--- src/design/prot_mode_pkg.sv ---
/*
  shared constants for the protection mode control register block:
  frame layout, register offset, field positions, reset value and
  report waveform timing. assumes a 10 mhz system clock.
*/
package prot_mode_pkg;

  // ==========================================================
  // serial frame layout
  localparam int FRAME_BITS = 24;
  localparam int FRAME_RW_POS = 23;
  localparam int FRAME_ADDR_HI = 22;
  localparam int FRAME_ADDR_LO = 18;
  localparam int FRAME_DATA_HI = 17;
  localparam int FRAME_DATA_LO = 8;
  localparam int ADDR_W = 5;
  localparam int DATA_W = 10;
  localparam int CRC_W = 8;
  localparam logic [ADDR_W-1:0] PROT_MODE_OFFSET = 5'h00;

  // ==========================================================
  // field positions inside the ten data bits
  localparam int F_REPORT_SEL = 9;
  localparam int F_SEG_DRIVE = 8;
  localparam int F_MILLER = 7;
  localparam int F_TIMER_UNSCALED = 6;
  localparam int F_SOFT_SHUTDOWN = 5;
  localparam int F_TWO_LEVEL = 4;
  localparam int F_ACT_CLAMP = 3;
  localparam int F_SAT_LOSS = 2;
  localparam int F_SHORT_CUR = 1;
  localparam int F_OVER_CUR = 0;
  localparam logic [DATA_W-1:0] PROT_MODE_RESET = 10'h0f4;

  // ==========================================================
  // report waveform timing
  localparam int CLK_HZ = 10_000_000;
  localparam int TEMP_WAVE_HZ = 3900;
  localparam int SECOND_WAVE_HZ = 5600;
  localparam int PERIOD_W = 12;
  localparam logic [PERIOD_W-1:0] TEMP_PERIOD_CYC = PERIOD_W'(CLK_HZ / TEMP_WAVE_HZ);
  localparam logic [PERIOD_W-1:0] SECOND_PERIOD_CYC = PERIOD_W'(CLK_HZ / SECOND_WAVE_HZ);
  localparam int DUTY_MIN_PCT = 10;
  localparam int DUTY_MAX_PCT = 90;
  localparam int CODE_FULL = 1023;

endpackage : prot_mode_pkg

--- src/design/frame_if.sv ---
/*
  carrier between the serial frame port and the register core.
  assumes both ends run on the same system clock.
*/
interface frame_if;
  logic frame_done;
  logic [23:0] frame_word;
  logic [23:0] reply_word;

  modport port (output frame_done, output frame_word, input reply_word);
  modport core (input frame_done, input frame_word, output reply_word);
endinterface : frame_if

--- src/design/serial_frame_port.sv ---
/*
  serial frame port: oversamples chip select, serial clock and data
  in on the system clock, collects 24-bit frames msb first.
  assumes the serial clock is well below a quarter of clk_i.
*/
module serial_frame_port
  import prot_mode_pkg::*;
(
  // clock and reset
  input wire logic clk_i,
  input wire logic sys_rst_i,
  // pins
  input wire logic csb_n_i,
  input wire logic sclk_i,
  input wire logic mosi_i,
  output logic miso_o,
  output logic miso_oe_o,
  // core side
  frame_if.port link
);

  // ==========================================================
  // synchronisers
  logic csb_s1, csb_s2, csb_s3;
  logic sclk_s1, sclk_s2, sclk_s3;
  logic mosi_s1, mosi_s2;
  logic [FRAME_BITS-1:0] shift_in;
  logic [FRAME_BITS-1:0] shift_out;
  logic [4:0] bit_cnt;

  wire sclk_rise = sclk_s2 & ~sclk_s3;
  wire sclk_fall = ~sclk_s2 & sclk_s3;
  wire csb_fall = ~csb_s2 & csb_s3;
  wire csb_rise = csb_s2 & ~csb_s3;
  // a frame with any other bit count is dropped whole
  wire frame_ok = (bit_cnt == 5'(FRAME_BITS));

  always_ff @(posedge clk_i) begin
    if (sys_rst_i) begin
      {csb_s1, csb_s2, csb_s3} <= 3'h7;
      {sclk_s1, sclk_s2, sclk_s3} <= 3'h0;
      {mosi_s1, mosi_s2} <= 2'h0;
      shift_in <= '0;
      shift_out <= '0;
      bit_cnt <= '0;
      link.frame_done <= 1'b0;
      link.frame_word <= '0;
    end else begin
      {csb_s1, csb_s2, csb_s3} <= {csb_n_i, csb_s1, csb_s2};
      {sclk_s1, sclk_s2, sclk_s3} <= {sclk_i, sclk_s1, sclk_s2};
      {mosi_s1, mosi_s2} <= {mosi_i, mosi_s1};
      link.frame_done <= csb_rise & frame_ok;
      if (csb_rise && frame_ok) begin
        link.frame_word <= shift_in;
      end
      if (csb_fall) begin
        bit_cnt <= '0;
        shift_out <= link.reply_word;
      end else if (!csb_s2 && sclk_rise) begin
        shift_in <= {shift_in[FRAME_BITS-2:0], mosi_s2};
        if (bit_cnt != 5'h1f) begin
          bit_cnt <= bit_cnt + 5'h01;
        end
      end else if (!csb_s2 && sclk_fall) begin
        shift_out <= {shift_out[FRAME_BITS-2:0], 1'b0};
      end
    end
  end

  assign miso_o = shift_out[FRAME_BITS-1];
  assign miso_oe_o = ~csb_s2;

endmodule : serial_frame_port

--- src/design/analog_report_pwm.sv ---
/*
  analog report waveform: duty cycle 10 % to 90 % over a 10-bit code.
  assumes the codes are steady within a period; they are sampled at
  each period start so a changing code never splits a pulse.
*/
module analog_report_pwm
  import prot_mode_pkg::*;
(
  // clock and reset
  input wire logic clk_i,
  input wire logic sys_rst_i,
  // control and codes
  input wire logic alternate_i,
  input wire logic [DATA_W-1:0] temp_code_i,
  input wire logic [DATA_W-1:0] second_code_i,
  // waveform
  output logic report_o
);

  function automatic logic [PERIOD_W-1:0] high_len(input logic [DATA_W-1:0] code,
                                                  input logic [PERIOD_W-1:0] period);
    int base;
    int span;
    base = (int'(period) * DUTY_MIN_PCT) / 100;
    span = (int'(code) * int'(period) * (DUTY_MAX_PCT - DUTY_MIN_PCT)) / (100 * CODE_FULL);
    return PERIOD_W'(base + span);
  endfunction : high_len

  // ==========================================================
  // period counter and phase
  logic [PERIOD_W-1:0] cnt;
  logic [PERIOD_W-1:0] high_cnt;
  logic second_phase;

  wire next_second = alternate_i & ~second_phase;
  wire [PERIOD_W-1:0] period = second_phase ? SECOND_PERIOD_CYC : TEMP_PERIOD_CYC;
  wire [PERIOD_W-1:0] next_period = next_second ? SECOND_PERIOD_CYC : TEMP_PERIOD_CYC;
  wire [DATA_W-1:0] next_code = next_second ? second_code_i : temp_code_i;
  wire period_end = (cnt == period - 12'h001);

  always_ff @(posedge clk_i) begin
    if (sys_rst_i) begin
      cnt <= '0;
      high_cnt <= '0;
      second_phase <= 1'b0;
      report_o <= 1'b0;
    end else begin
      if (period_end) begin
        cnt <= '0;
        second_phase <= next_second;
        high_cnt <= high_len(next_code, next_period);
      end else begin
        cnt <= cnt + 12'h001;
      end
      report_o <= (cnt < high_cnt);
    end
  end

endmodule : analog_report_pwm

--- src/design/gate_driver_protection_mode_reg.sv ---
/*
  protection mode control register of an isolated gate driver, its
  serial frame access and the function enables derived from it.
  assumes the configuration mode and device reset bits, the fault cause
  and the converted codes arrive from other logic on clk_i.
*/

module gate_driver_protection_mode_reg
  import prot_mode_pkg::*;
(
  // clock and reset
  input wire logic clk_i,
  input wire logic sys_rst_i,
  // serial pins
  input wire logic csb_n_i,
  input wire logic sclk_i,
  input wire logic mosi_i,
  output logic miso_o,
  output logic miso_oe_o,
  // mode controls from the second mode register
  input wire logic config_mode_enable_i,
  input wire logic device_reset_i,
  // shutdown cause: saturation loss or short circuit
  input wire logic cause_sat_or_short_i,
  // converted codes for the report output
  input wire logic [DATA_W-1:0] temperature_sense_input_i,
  input wire logic [DATA_W-1:0] second_quantity_i,
  // stored register value
  output logic [DATA_W-1:0] protection_mode_control_o,
  // derived function enables
  output logic analog_report_output_o,
  output logic segmented_drive_active_o,
  output logic miller_clamp_drive_o,
  output logic clamp_threshold_comparator_on_o,
  output logic timer_double_o,
  output logic soft_shutdown_apply_o,
  output logic two_level_turnoff_apply_o,
  output logic collector_active_clamp_active_o,
  output logic saturation_loss_mgmt_o,
  output logic short_current_mgmt_o,
  output logic overcurrent_mgmt_o,
  // gate and mode status
  output logic gate_hold_off_o,
  output logic switching_disable_o,
  output logic config_active_o,
  output logic fault_interrupt_force_low_o,
  output logic crc_store_o
);

  // ==========================================================
  // frame port
  frame_if link();

  serial_frame_port u_port (
    .clk_i(clk_i),
    .sys_rst_i(sys_rst_i),
    .csb_n_i(csb_n_i),
    .sclk_i(sclk_i),
    .mosi_i(mosi_i),
    .miso_o(miso_o),
    .miso_oe_o(miso_oe_o),
    .link(link)
  );

  // ==========================================================
  // frame decode
  logic [DATA_W-1:0] protection_mode_control;
  logic [FRAME_BITS-1:0] reply;
  logic config_seen;
  logic csb_q1;
  logic csb_q2;
  logic csb_q3;

  wire frame_is_write = link.frame_word[FRAME_RW_POS];
  wire [ADDR_W-1:0] frame_addr = link.frame_word[FRAME_ADDR_HI:FRAME_ADDR_LO];
  wire [DATA_W-1:0] frame_data = link.frame_word[FRAME_DATA_HI:FRAME_DATA_LO];
  wire addr_hit = (frame_addr == PROT_MODE_OFFSET);

  // configuration is not possible while the device sits in reset
  wire config_allowed = config_mode_enable_i & ~device_reset_i;
  // writes outside configuration mode are silently dropped
  wire write_take = link.frame_done & frame_is_write & addr_hit & config_allowed;
  wire read_take = link.frame_done & ~frame_is_write & addr_hit;

  // chip select rise seen locally, for the crc store moment
  wire csb_rise = csb_q2 & ~csb_q3;

  // ==========================================================
  // register
  always_ff @(posedge clk_i) begin
    if (sys_rst_i || device_reset_i) begin
      protection_mode_control <= PROT_MODE_RESET;
    end else if (write_take) begin
      protection_mode_control <= frame_data;
    end
  end

  // ==========================================================
  // reply for the next frame
  // only this register is answered here; other addresses read zero
  always_ff @(posedge clk_i) begin
    if (sys_rst_i) begin
      reply <= '0;
    end else if (read_take) begin
      reply <= {1'b0, PROT_MODE_OFFSET, protection_mode_control, {CRC_W{1'b0}}};
    end else if (link.frame_done) begin
      reply <= '0;
    end
  end

  assign link.reply_word = reply;

  // ==========================================================
  // crc store at the first chip select rise after leaving configuration
  // the crc itself is computed elsewhere; this only marks the moment
  always_ff @(posedge clk_i) begin
    if (sys_rst_i) begin
      {csb_q1, csb_q2, csb_q3} <= 3'h7;
    end else begin
      {csb_q1, csb_q2, csb_q3} <= {csb_n_i, csb_q1, csb_q2};
    end
  end

  always_ff @(posedge clk_i) begin
    if (sys_rst_i) begin
      crc_store_o <= 1'b0;
    end else begin
      crc_store_o <= csb_rise & config_seen & ~config_allowed;
    end
  end

  always_ff @(posedge clk_i) begin
    if (sys_rst_i) begin
      config_seen <= 1'b0;
    end else if (config_allowed) begin
      config_seen <= 1'b1;
    end else if (csb_rise || device_reset_i) begin
      config_seen <= 1'b0;
    end
  end

  // ==========================================================
  // field views
  wire report_sel = protection_mode_control[F_REPORT_SEL];
  wire seg_drive = protection_mode_control[F_SEG_DRIVE];
  wire miller_en = protection_mode_control[F_MILLER];
  wire timer_unscaled = protection_mode_control[F_TIMER_UNSCALED];
  wire ssd_en = protection_mode_control[F_SOFT_SHUTDOWN];
  wire two_level_en = protection_mode_control[F_TWO_LEVEL];
  wire act_clamp_en = protection_mode_control[F_ACT_CLAMP];
  wire sat_loss_en = protection_mode_control[F_SAT_LOSS];
  wire short_cur_en = protection_mode_control[F_SHORT_CUR];
  wire over_cur_en = protection_mode_control[F_OVER_CUR];

  // ==========================================================
  // derived enables
  wire clamp_allowed = act_clamp_en & ~seg_drive;
  wire oc_allowed = over_cur_en & ~seg_drive & ~act_clamp_en;
  // other shutdown causes always take the soft path
  wire ssd_apply = cause_sat_or_short_i ? ssd_en : 1'b1;
  wire two_level_apply = cause_sat_or_short_i & two_level_en;

  // one short register per enable, so each can be traced alone
  always_ff @(posedge clk_i) begin
    if (sys_rst_i) begin
      segmented_drive_active_o <= 1'b0;
    end else begin
      segmented_drive_active_o <= seg_drive;
    end
  end

  always_ff @(posedge clk_i) begin
    if (sys_rst_i) begin
      miller_clamp_drive_o <= 1'b0;
    end else begin
      miller_clamp_drive_o <= miller_en;
    end
  end

  // the comparator never depends on the enable
  always_ff @(posedge clk_i) begin
    if (sys_rst_i) begin
      clamp_threshold_comparator_on_o <= 1'b0;
    end else begin
      clamp_threshold_comparator_on_o <= 1'b1;
    end
  end

  always_ff @(posedge clk_i) begin
    if (sys_rst_i) begin
      timer_double_o <= 1'b0;
    end else begin
      timer_double_o <= ~timer_unscaled;
    end
  end

  always_ff @(posedge clk_i) begin
    if (sys_rst_i) begin
      soft_shutdown_apply_o <= 1'b1;
    end else begin
      soft_shutdown_apply_o <= ssd_apply;
    end
  end

  always_ff @(posedge clk_i) begin
    if (sys_rst_i) begin
      two_level_turnoff_apply_o <= 1'b0;
    end else begin
      two_level_turnoff_apply_o <= two_level_apply;
    end
  end

  always_ff @(posedge clk_i) begin
    if (sys_rst_i) begin
      collector_active_clamp_active_o <= 1'b0;
    end else begin
      collector_active_clamp_active_o <= clamp_allowed;
    end
  end

  always_ff @(posedge clk_i) begin
    if (sys_rst_i) begin
      saturation_loss_mgmt_o <= 1'b0;
    end else begin
      saturation_loss_mgmt_o <= sat_loss_en;
    end
  end

  always_ff @(posedge clk_i) begin
    if (sys_rst_i) begin
      short_current_mgmt_o <= 1'b0;
    end else begin
      short_current_mgmt_o <= short_cur_en;
    end
  end

  always_ff @(posedge clk_i) begin
    if (sys_rst_i) begin
      overcurrent_mgmt_o <= 1'b0;
    end else begin
      overcurrent_mgmt_o <= oc_allowed;
    end
  end

  // ==========================================================
  // gate and mode status
  wire hold_request = config_mode_enable_i | device_reset_i;

  always_ff @(posedge clk_i) begin
    if (sys_rst_i) begin
      gate_hold_off_o <= 1'b1;
    end else begin
      gate_hold_off_o <= hold_request;
    end
  end

  always_ff @(posedge clk_i) begin
    if (sys_rst_i) begin
      switching_disable_o <= 1'b1;
    end else begin
      switching_disable_o <= hold_request;
    end
  end

  always_ff @(posedge clk_i) begin
    if (sys_rst_i) begin
      config_active_o <= 1'b0;
    end else begin
      config_active_o <= config_allowed;
    end
  end

  always_ff @(posedge clk_i) begin
    if (sys_rst_i) begin
      fault_interrupt_force_low_o <= 1'b0;
    end else begin
      fault_interrupt_force_low_o <= device_reset_i;
    end
  end

  assign protection_mode_control_o = protection_mode_control;

  // ==========================================================
  // report waveform
  analog_report_pwm u_report (
    .clk_i(clk_i),
    .sys_rst_i(sys_rst_i),
    .alternate_i(report_sel),
    .temp_code_i(temperature_sense_input_i),
    .second_code_i(second_quantity_i),
    .report_o(analog_report_output_o)
  );

endmodule : gate_driver_protection_mode_reg

--- config.mk ---
export PLATFORM = sky130hd
export DESIGN_NAME = gate_driver_protection_mode_reg
export DESIGN_NICKNAME = d
export VERILOG_FILES = /design/src/design/prot_mode_pkg.sv /design/src/design/frame_if.sv /design/src/design/serial_frame_port.sv /design/src/design/analog_report_pwm.sv /design/src/design/gate_driver_protection_mode_reg.sv
export SDC_FILE = /design/constraint.sdc
export NUM_CORES = 1
export LEC_CHECK = 0
export BUFFER_PORTS_ARGS = -buffer_cell sky130_fd_sc_hd__buf_2
export CORE_MARGIN = 8
export CORE_UTILIZATION = 37
export CTS_CLUSTER_DIAMETER = 40
export DETAILED_ROUTE_END_ITERATION = 6
export HOLD_SLACK_MARGIN = 0.06
export PLACE_DENSITY_LB_ADDON = 0.12
export SETUP_SLACK_MARGIN = 0.02
export SYNTH_ARGS = -nofsm -noshare
export SYNTH_HDL_FRONTEND = slang
export SYNTH_SLANG_ARGS = --single-unit
--- constraint.sdc ---
create_clock -name clk_i -period 28.8 [get_ports clk_i]
set_input_delay 2.88 -clock clk_i [delete_from_list [all_inputs] [get_ports clk_i]]
set_output_delay 2.88 -clock clk_i [all_outputs]
set_load 0.01 [all_outputs]
==> reports/metrics.csv, run 1 <==
stage,metric,value,unit
route,number of routed nets with antenna violations,0,
timing,setup repair after global routing missed its margin,false,
timing,total negative setup slack,0,ps
worst_setup_path,CP Data Required Time,29090,ps
timing,clock skew after layout,10.6,ps
cells_and_area,area growth from synthesis to layout,8.48,%
timing,f_max,0.0371,GHz
cells_and_area,post-route non-filler standard cell count,2705,
synth,share of the yosys chip area belonging to registers,0.162,
synth,Synth Area in Compound Gates,0.260,
synth,synth warn,0,
clocking,number of clock buffers inserted by TritonCTS,17,
clocking,count of H-tree levels built during CTS,4,
run,max-capacitance violation count,0,
clocking,# hold bufs at CTS,0,
synth,xor/xnor cell area share of the yosys netlist,0.0853,
route,wire length reported by the detailed router,45700,um
cells_and_area,Inserted Diodes,0,
cells_and_area,# fillers,4583,
timing,Worst-Margin Slew,1170,ps
route,number of DRC markers after the initial detailed-route iteration,1021,
synth,flip-flop and latch count after synthesis,131,
route,detailed-route wire length per cell,16.9,um
place,final HPWL from detailed placement,36700,um
worst_setup_path,kind of start point of the critical path,input port,
place,GPL Wtd Cong,0.875,
worst_setup_path,dominant cell type by count on the critical path,sky130_fd_sc_hd__a21oi_1,
clocking,clock transition at the registers of the reported paths,60,ps
synth,combinational family with the most area after synthesis,compound AO/OA/AOI/OAI gates,
synth,mux cell area share after synthesis,0.0478,
timing,number of hold-slack violations in the final timing report,0,
global_routing,vias in the first global route,14471,
synth,area share of and/or/nand/nor cells after synthesis,0.244,
clocking,insertion delay to the later sink of the worst-skew pair,430,ps
clocking,Sink Count,131,
die,core area,43200,um2
timing,max_slew headroom,0.217,
worst_setup_path,classification of the worst setup path,input port to flip-flop,
route,number of design rule violations left after detail routing,0,
synth,Syn Inst Count,2098,
global_routing,number of antenna violations at the first check in global routing,0,
worst_setup_path,CP peak stage delay,740,ps
die,count of pins on the block boundary,56,
global_routing,global-route congestion overflow total,0,
die,y dimension of the die,225,um
die,starting utilization of the core area,0.375,
worst_setup_path,startpoint of the lowest-slack register-to-register path,u_report.second_phase,
worst_setup_path,critical-path cell with the highest stage delay,sky130_fd_sc_hd__or4_1,
synth,cell area after synthesis,16200,um2
timing,Setup Viol. Count Final,0,
synth,number of library cell types mapped by synthesis,126,
place,Port Buffers,55,
die,number of standard-cell rows in the floorplan,76,
place,number of cells in the design after placement,2667,
route,Vias,15360,
clocking,maximum buffer depth of the clock tree,2,
timing,post-layout min period,26970,ps
clocking,CTS Root Cell,sky130_fd_sc_hd__clkbuf_16,
die,die width,225,um
route,Initial DRT Pass Iterations,5,
global_routing,largest net degree at the start of global routing,55,
synth,Most used DFF post-synth,sky130_fd_sc_hd__dfxtp_1,
hold_path,hold path startpoint,u_port.csb_s1,
worst_setup_path,CP Capture Type,flip-flop,
synth,fraction of registers with async set/reset,0,
route,vias per cell,5.68,
synth,Mean Syn Cell Area,7.72,um2
synth,"EDFF count, synth",0,
timing,final worst path period share,0.936,
worst_setup_path,arrival time of data at the critical path endpoint,27250,ps
worst_setup_path,CP max FO,16,
die,overall die area,50700,um2
clocking,clock tree from TritonCTS,yes,
synth,adder-cell area share of the yosys netlist,0.151,
global_routing,total routing usage reported by global routing,0.176,
cells_and_area,net count reported at finish,2299,
hold_path,min-delay worst type,flip-flop to flip-flop,
worst_setup_path,critical path startpoint,second_quantity_i[1],
global_routing,wire length of the first global-routing pass,75300,um
timing,number of slew-limit violations in the final report,0,
cells_and_area,proportion of layout cells with a drive suffix above 1,0.0925,
status,outcome,completed,
[per-layer routing]
metal	routed length (um)	track usage	vias to the layer above
met3	1690	0.0194	44
met5	0	0	-
met1	23100	0.254	7259
met4	707	0.0388	0
li1	-	-	7702
met2	20200	0.279	355
[Yosys cell counts (all sizes together) (10+ instances only)]
master	instances	area share
a22oi	12	0.0056
clkbuf	45	0.010
nor3b	10	0.0046
nand3	50	0.015
a21o	33	0.015
and3	28	0.011
a31oi	27	0.011
nor2b	34	0.013
buf	40	0.014
dfxtp	131	0.16
a21oi	151	0.048
o21ai	86	0.028
fa	41	0.051
o31ai	15	0.0082
and2	33	0.013
a211oi	32	0.015
or4	16	0.0074
o21a	16	0.0074
xor2	66	0.036
and4	10	0.0054
nor2	196	0.046
mux2i	66	0.042
nor4	20	0.0090
nand4	15	0.0058
inv	104	0.024
xnor2	91	0.049
or2	25	0.0097
nand2b	24	0.0093
o22ai	14	0.0054
or3	28	0.011
ha	123	0.095
a211o	12	0.0066
o211ai	20	0.010
nand2	220	0.051
nor3	51	0.017
o21bai	13	0.0060
o2111ai	11	0.0063
a31o	13	0.0070
[state kept, by name, summed over array words and instances (netlist names), 5 cells and up]
name	flops
link.reply_word	10
u_port.bit_cnt	5
u_port.shift_in	24
u_port.link.frame_word	16
u_report.high_cnt	12
protection_mode_control_o	10
u_report.cnt	12
u_port.shift_out	16
[timing repair]
action,CTS,global route
setup endpoints to repair,0,8
gates resized for setup,0,8
setup buffers,0,6
[placed cells by master, fill, tap and decap left out, drive strengths merged, types with 11 or more instances in the layout]
master and instances:
o22ai 14, clkbuf 21, xnor2 91, or3 28, o2111ai 11, o211ai 20, o21a 16, nor3 51
fa 41, o31ai 15, and3 28, buf 69, a211o 12, inv 104, ha 123, a21oi 151
a21o 33, o21bai 13, nor2 196, xor2 66, or2 25, o21ai 86, mux2i 66, a31o 13
a31oi 27, a211oi 32, nand2 220, nand4 15, or4 16, nand3 50, nor2b 34, and2 33
nor4 20, nand2b 24, a22oi 12, dfxtp 131
[final cells by class]
| type | instances | area, um2 | share of cell area |
|---|---|---|---|
| Inverter | 106 | 402 | 0.0229 |
| Tap cell | 585 | 732 | 0.0416 |
| Multi-Input combinational cell | 1782 | 12900 | 0.732 |
| Clock buffer | 21 | 450 | 0.0256 |
| Clock inverter | 11 | 129 | 0.00733 |
| Timing Repair Buffer | 69 | 383 | 0.0218 |
| Sequential cell | 131 | 2620 | 0.149 |
[worst max-delay path: cells and delay by family]
kind | cells | cell delay (ps)
xor gates and xnor gates | 8 | 1680
buffers and inverters | 7 | 1280
adders and majority gates | 10 | 3880
AOI/OAI and AO/OA | 41 | 9960
and+or+nand+nor | 21 | 7170
muxes | 2 | 400
[final timing paths]
| kind | endpoint | cells after the start | slack [ps] |
|---|---|---|---|
| min reg2reg | u_port.csb_s2 | 1 | 420 |
| min | u_port.csb_s2 | 1 | 420 |
| max | u_report.high_cnt[11] | 89 | 1830 |
| max reg2reg | u_report.high_cnt[11] | 91 | 3000 |
[stage by stage]
stage / hold slack [ps] / cell area [um2] / util / setup slack (ps)
floorplan: 389 / 16200 / - / 5320
global placement: 405 / 16900 / 0.392 / 1530
detailed placement: 406 / 16900 / 0.392 / 985
CTS: 423 / 17500 / 0.405 / 1350
global route: 438 / 17600 / 0.407 / 31.1
finish: 419 / 17600 / 0.407 / 1830
[logic make-up (layout without fill, tap and decap cells)]
logic type / after synthesis / count (layout)
flops: 131 / 131
simple gates: 789 / 789
buf+inv: 192 / 207
other cells: 2 / 9
compound gates: 580 / 580
mux: 75 / 75
xor+xnor: 157 / 157
fa+ha+maj: 172 / 172
Power of run 1 is not shown: default switching activity piles up to over one toggle a cycle in this logic, so the estimate is an artifact.
==> inputs of run 2 (changes only) <==
--- a/config.mk
+++ b/config.mk
@@ -11,7 +11,7 @@
 export CTS_CLUSTER_DIAMETER = 40
 export DETAILED_ROUTE_END_ITERATION = 6
 export HOLD_SLACK_MARGIN = 0.06
-export PLACE_DENSITY_LB_ADDON = 0.12
+export PLACE_DENSITY = 0.63
 export SETUP_SLACK_MARGIN = 0.02
 export SYNTH_ARGS = -nofsm -noshare
 export SYNTH_HDL_FRONTEND = slang
==> reports/metrics.csv, run 2 (same netlist as run 1, synthesis figures left out) <==
stage,metric,value,unit
route,number of design rule violations left after detail routing,0,
worst_setup_path,CP Capture Type,flip-flop,
die,core area,43200,um2
die,overall die area,50700,um2
clocking,number of clock buffers inserted by TritonCTS,17,
timing,number of hold-slack violations in the final timing report,0,
timing,number of slew-limit violations in the final report,0,
clocking,# hold bufs at CTS,0,
worst_setup_path,worst path buffer plus inverter count,6,
die,y dimension of the die,225,um
die,count of pins on the block boundary,56,
cells_and_area,most common library cell in the layout ignoring fill and taps,sky130_fd_sc_hd__nand2_1,
route,wire length reported by the detailed router,44400,um
timing,Setup Viol. Count Final,0,
route,vias per cell,5.75,
global_routing,wire length of the first global-routing pass,73000,um
clocking,clock tree from TritonCTS,yes,
timing,max_slew headroom,0.246,
timing,post-layout min period,26840,ps
timing,f_max,0.0373,GHz
worst_setup_path,dominant cell type by count on the critical path,sky130_fd_sc_hd__a21oi_1,
clocking,maximum buffer depth of the clock tree,2,
die,starting utilization of the core area,0.375,
hold_path,min-delay worst type,flip-flop to flip-flop,
global_routing,largest net degree at the start of global routing,58,
hold_path,hold path startpoint,u_port.csb_s1,
clocking,count of H-tree levels built during CTS,4,
timing,final worst path period share,0.932,
global_routing,met3 global-route usage,0.0195,
clocking,clock transition at the registers of the reported paths,70,ps
global_routing,global-route congestion overflow total,0,
cells_and_area,most frequent cells in the layout,"219 x sky130_fd_sc_hd__nand2_1, 194 x sky130_fd_sc_hd__nor2_1, 148 x sky130_fd_sc_hd__a21oi_1",
route,number of DRC markers after the initial detailed-route iteration,1252,
global_routing,fraction of met1 tracks used by global routing,0.237,
cells_and_area,# fillers,4438,
cells_and_area,net count reported at finish,2302,
place,final HPWL from detailed placement,35300,um
hold_path,hold path cells,1,
timing,Worst-Margin Slew,1130,ps
cells_and_area,Inserted Diodes,0,
worst_setup_path,reg2reg end,u_report.high_cnt[11],
global_routing,total routing usage reported by global routing,0.168,
worst_setup_path,"setup slack, reg-to-reg",3070,ps
worst_setup_path,Reg2Reg Depth,90,
hold_path,Hold Crit Endpoint,u_port.csb_s2,
global_routing,vias in the first global route,14370,
worst_setup_path,critical-path cell with the highest stage delay,sky130_fd_sc_hd__or4_1,
worst_setup_path,kind of start point of the critical path,input port,
worst_setup_path,CP max FO,16,
global_routing,busiest grt layer,met2,
timing,total negative setup slack,0,ps
cells_and_area,Regs by FF count,"u_port.shift_in: 24 flops, u_port.link.frame_word: 16 flops, u_port.shift_out: 16 flops",
timing,setup repair after global routing missed its margin,false,
status,outcome,completed,
cells_and_area,area growth from synthesis to layout,8.77,%
cells_and_area,max reg flops,24,
route,Initial DRT Pass Iterations,5,
cells_and_area,proportion of layout cells with a drive suffix above 1,0.0956,
die,die width,225,um
worst_setup_path,classification of the worst setup path,input port to flip-flop,
cells_and_area,Largest Register,u_port.shift_in,
global_routing,number of antenna violations at the first check in global routing,0,
clocking,Sink Count,131,
worst_setup_path,CP peak stage delay,730,ps
run,max-capacitance violation count,0,
worst_setup_path,CP Data Required Time,29080,ps
route,detailed-route wire length per cell,16.4,um
route,Vias,15583,
route,number of routed nets with antenna violations,0,
timing,clock skew after layout,11.2,ps
place,Port Buffers,55,
die,number of standard-cell rows in the floorplan,76,
clocking,insertion delay to the later sink of the worst-skew pair,420,ps
place,GPL Wtd Cong,0.933,
worst_setup_path,startpoint of the lowest-slack register-to-register path,protection_mode_control_o[9],
clocking,CTS Root Cell,sky130_fd_sc_hd__clkbuf_16,
global_routing,GR met2 Demand/Resource,0.269,
worst_setup_path,arrival time of data at the critical path endpoint,27120,ps
worst_setup_path,top cell family by delay on the critical path,compound AO/OA/AOI/OAI gates,
run 2: cell types whose count changed in the layout (fill, tap and decap cells not counted), sizes merged:
cell | previous run | this run
buf | 69 | 72
bufinv | 2 | 0
clkbuf | 21 | 17
clkinvlp | 3 | 2
inv | 104 | 113
clkinv | 8 | 6
run 2: per-layer routing:
| layer | vias up | part of all wire |
|---|---|---|
| met5 | - | 0 |
| met1 | 7359 | 0.48 |
| met4 | 0 | 0.020 |
| met3 | 62 | 0.045 |
| met2 | 448 | 0.45 |
| li1 | 7714 | - |
run 2: worst reg2reg max path: cells and delay by family, from the launching register on:
family	cells	cell delay [ps]
AOI/OAI and AO/OA	46	11010
xor gates and xnor gates	7	1360
adders and majority gates	10	3860
buffers and inverters	7	1700
DFF	1	460
muxes	1	130
and+or+nand+nor	19	7040
run 2: metrics by stage:
step                worst slack [ps]  hold WS, ps  cell area, um2  utilization  std cells
finish                          1960          419           17600        0.408       2708
global route                    93.1          431           17600        0.408       2708
CTS                             1240          424           17500        0.405       2699
detailed placement               890          400           16900        0.392       2667
global placement                1520          405           16900        0.392       2667
floorplan                       5320          389           16200            -       2105
run 2: timing repair:
item,4_1_cts,5_1_grt
setup buffers,0,9
resized for setup,0,9
endpoints found under the setup margin,0,9
run 2: how the worst max path moves through the flow:
stage,startpoint,endpoint,cells past startpoint
final,second_quantity_i[1],u_report.high_cnt[11],88
after floorplan,second_quantity_i[1],u_report.high_cnt[11],91
after CTS,second_quantity_i[1],u_report.high_cnt[11],87
after detailed placement,second_quantity_i[1],u_report.high_cnt[11],86
after global routing,second_quantity_i[1],u_report.high_cnt[11],88
after global placement,second_quantity_i[1],u_report.high_cnt[11],87
run 2: cell type report:
class                   count  area [um2]  area share
multi-input cells        1782       12900       0.731
inverters                 106         402      0.0228
flip-flops and latches    131        2620       0.149
clock buffers              17         425      0.0241
well taps                 585         732      0.0415
clock inverters            15         160     0.00909
repair buffers             72         405      0.0230
Power of run 2 is left out for the same reason.
==> inputs of run 3 (changes only) <==
--- a/config.mk
+++ b/config.mk
@@ -11,7 +11,7 @@
 export CTS_CLUSTER_DIAMETER = 40
 export DETAILED_ROUTE_END_ITERATION = 6
 export HOLD_SLACK_MARGIN = 0.06
-export PLACE_DENSITY = 0.63
+export PLACE_DENSITY = 0.54
 export SETUP_SLACK_MARGIN = 0.02
 export SYNTH_ARGS = -nofsm -noshare
 export SYNTH_HDL_FRONTEND = slang
==> reports/metrics.csv, run 3 (same netlist as run 1, synthesis figures left out) <==
stage,metric,value,unit
status,outcome,completed,
worst_setup_path,Reg2Reg Depth,92,
run,max-capacitance violation count,0,
timing,Setup Viol. Count Final,0,
route,wire length reported by the detailed router,46100,um
route,vias per cell,5.72,
cells_and_area,net count reported at finish,2300,
worst_setup_path,CP peak stage delay,720,ps
timing,Worst-Margin Slew,1120,ps
hold_path,hold path startpoint,u_port.csb_s1,
worst_setup_path,CP max FO,16,
place,number of cells in the design after placement,2669,
die,overall die area,50700,um2
clocking,insertion delay to the later sink of the worst-skew pair,420,ps
die,y dimension of the die,225,um
worst_setup_path,dominant cell type by count on the critical path,sky130_fd_sc_hd__a21oi_1,
cells_and_area,most common library cell in the layout ignoring fill and taps,sky130_fd_sc_hd__nand2_1,
clocking,number of clock buffers inserted by TritonCTS,17,
timing,f_max,0.0372,GHz
worst_setup_path,CP Data Required Time,29120,ps
cells_and_area,Inserted Diodes,0,
die,count of pins on the block boundary,56,
clocking,clock tree from TritonCTS,yes,
route,number of design rule violations left after detail routing,0,
cells_and_area,proportion of layout cells with a drive suffix above 1,0.0934,
cells_and_area,post-route non-filler standard cell count,2706,
die,core area,43200,um2
worst_setup_path,startpoint of the lowest-slack register-to-register path,u_report.second_phase,
global_routing,global-route congestion overflow total,0,
hold_path,hold path cells,1,
worst_setup_path,classification of the worst setup path,input port to flip-flop,
timing,number of slew-limit violations in the final report,0,
die,die width,225,um
global_routing,vias in the first global route,14549,
timing,number of hold-slack violations in the final timing report,0,
global_routing,wire length of the first global-routing pass,75000,um
global_routing,total routing usage reported by global routing,0.176,
timing,clock skew after layout,14.2,ps
worst_setup_path,CP Capture Type,flip-flop,
route,detailed-route wire length per cell,17.0,um
cells_and_area,# fillers,4531,
place,GPL Wtd Cong,0.901,
clocking,Sink Count,131,
route,Vias,15474,
route,Initial DRT Pass Iterations,5,
die,starting utilization of the core area,0.375,
cells_and_area,most frequent cells in the layout,"219 x sky130_fd_sc_hd__nand2_1, 194 x sky130_fd_sc_hd__nor2_1, 148 x sky130_fd_sc_hd__a21oi_1",
cells_and_area,max reg flops,24,
place,Port Buffers,55,
clocking,# hold bufs at CTS,0,
timing,final worst path period share,0.935,
cells_and_area,Largest Register,u_port.shift_in,
clocking,count of H-tree levels built during CTS,4,
worst_setup_path,reg2reg end,u_report.high_cnt[11],
worst_setup_path,critical-path cell with the highest stage delay,sky130_fd_sc_hd__or4_1,
global_routing,number of antenna violations at the first check in global routing,0,
place,final HPWL from detailed placement,36800,um
route,number of routed nets with antenna violations,0,
timing,max_slew headroom,0.249,
timing,total negative setup slack,0,ps
cells_and_area,area growth from synthesis to layout,8.66,%
clocking,clock transition at the registers of the reported paths,70,ps
die,number of standard-cell rows in the floorplan,76,
clocking,maximum buffer depth of the clock tree,2,
global_routing,largest net degree at the start of global routing,84,
route,number of DRC markers after the initial detailed-route iteration,1075,
hold_path,Hold Crit Endpoint,u_port.csb_s2,
worst_setup_path,arrival time of data at the critical path endpoint,27230,ps
cells_and_area,Regs by FF count,"u_port.shift_in: 24 flops, u_port.link.frame_word: 16 flops, u_port.shift_out: 16 flops",
timing,setup repair after global routing missed its margin,false,
timing,post-layout min period,26910,ps
worst_setup_path,kind of start point of the critical path,input port,
clocking,CTS Root Cell,sky130_fd_sc_hd__clkbuf_16,
worst_setup_path,"setup slack, reg-to-reg",3300,ps
hold_path,min-delay worst type,flip-flop to flip-flop,
run 3: cell count changes in the layout (fill, tap and decap cells not counted), sizes merged:
cell and delta:
buf -2, bufinv +3, clkinvlp +1, inv -4
run 3: worst max-delay path: cells and delay by family:
family,cells,cell delay [ps]
AOI/OAI and AO/OA,41,9830
xor gates and xnor gates,8,1620
adders and majority gates,10,3940
buffers and inverters,8,1440
muxes,2,460
and+or+nand+nor,20,7040
run 3: stage by stage:
stage	hold WS, ps	util	instance area [um2]	worst slack (ps)
global placement	397	0.392	16900	1760
detailed placement	392	0.392	16900	1360
global route	418	0.408	17600	219
finish	405	0.408	17600	1890
CTS	406	0.406	17500	1710
floorplan	389	-	16200	5320
run 3: final cells by class:
class | instances | area [um2] | share of cell area
clock buffer | 17 | 425 | 0.0242
inverter | 106 | 402 | 0.0228
timing repair buffer | 70 | 390 | 0.0222
clock inverter | 15 | 194 | 0.0110
multi-input combinational | 1782 | 12800 | 0.729
sequential | 131 | 2620 | 0.149
tap | 585 | 732 | 0.0416
run 3: worst max path at each step:
stage | startpoint | end | slack (ps)
after floorplan | second_quantity_i[1] | u_report.high_cnt[11] | 5320
after global placement | second_quantity_i[1] | u_report.high_cnt[11] | 1760
after detailed placement | second_quantity_i[1] | u_report.high_cnt[11] | 1360
after CTS | second_quantity_i[1] | u_report.high_cnt[11] | 1710
after global routing | second_quantity_i[1] | u_report.high_cnt[11] | 220
final | second_quantity_i[1] | u_report.high_cnt[11] | 1890
run 3: repair_timing:
| item | 4_1_cts | 5_1_grt |
|---|---|---|
| setup endpoints to repair | 0 | 3 |
| buffers inserted | 0 | 5 |
| endpoints found under the hold margin | 0 | 0 |
| gates resized for setup | 0 | 5 |
run 3: layer usage:
metal / global-route usage / part of all wire / vias to the layer above
li1: - / - / 7712
met1: 0.244 / 0.49 / 7337
met2: 0.286 / 0.45 / 364
met3: 0.0202 / 0.036 / 61
met4: 0.0476 / 0.019 / 0
met5: 0 / 0 / -
Power of run 3 is left out for the same reason.
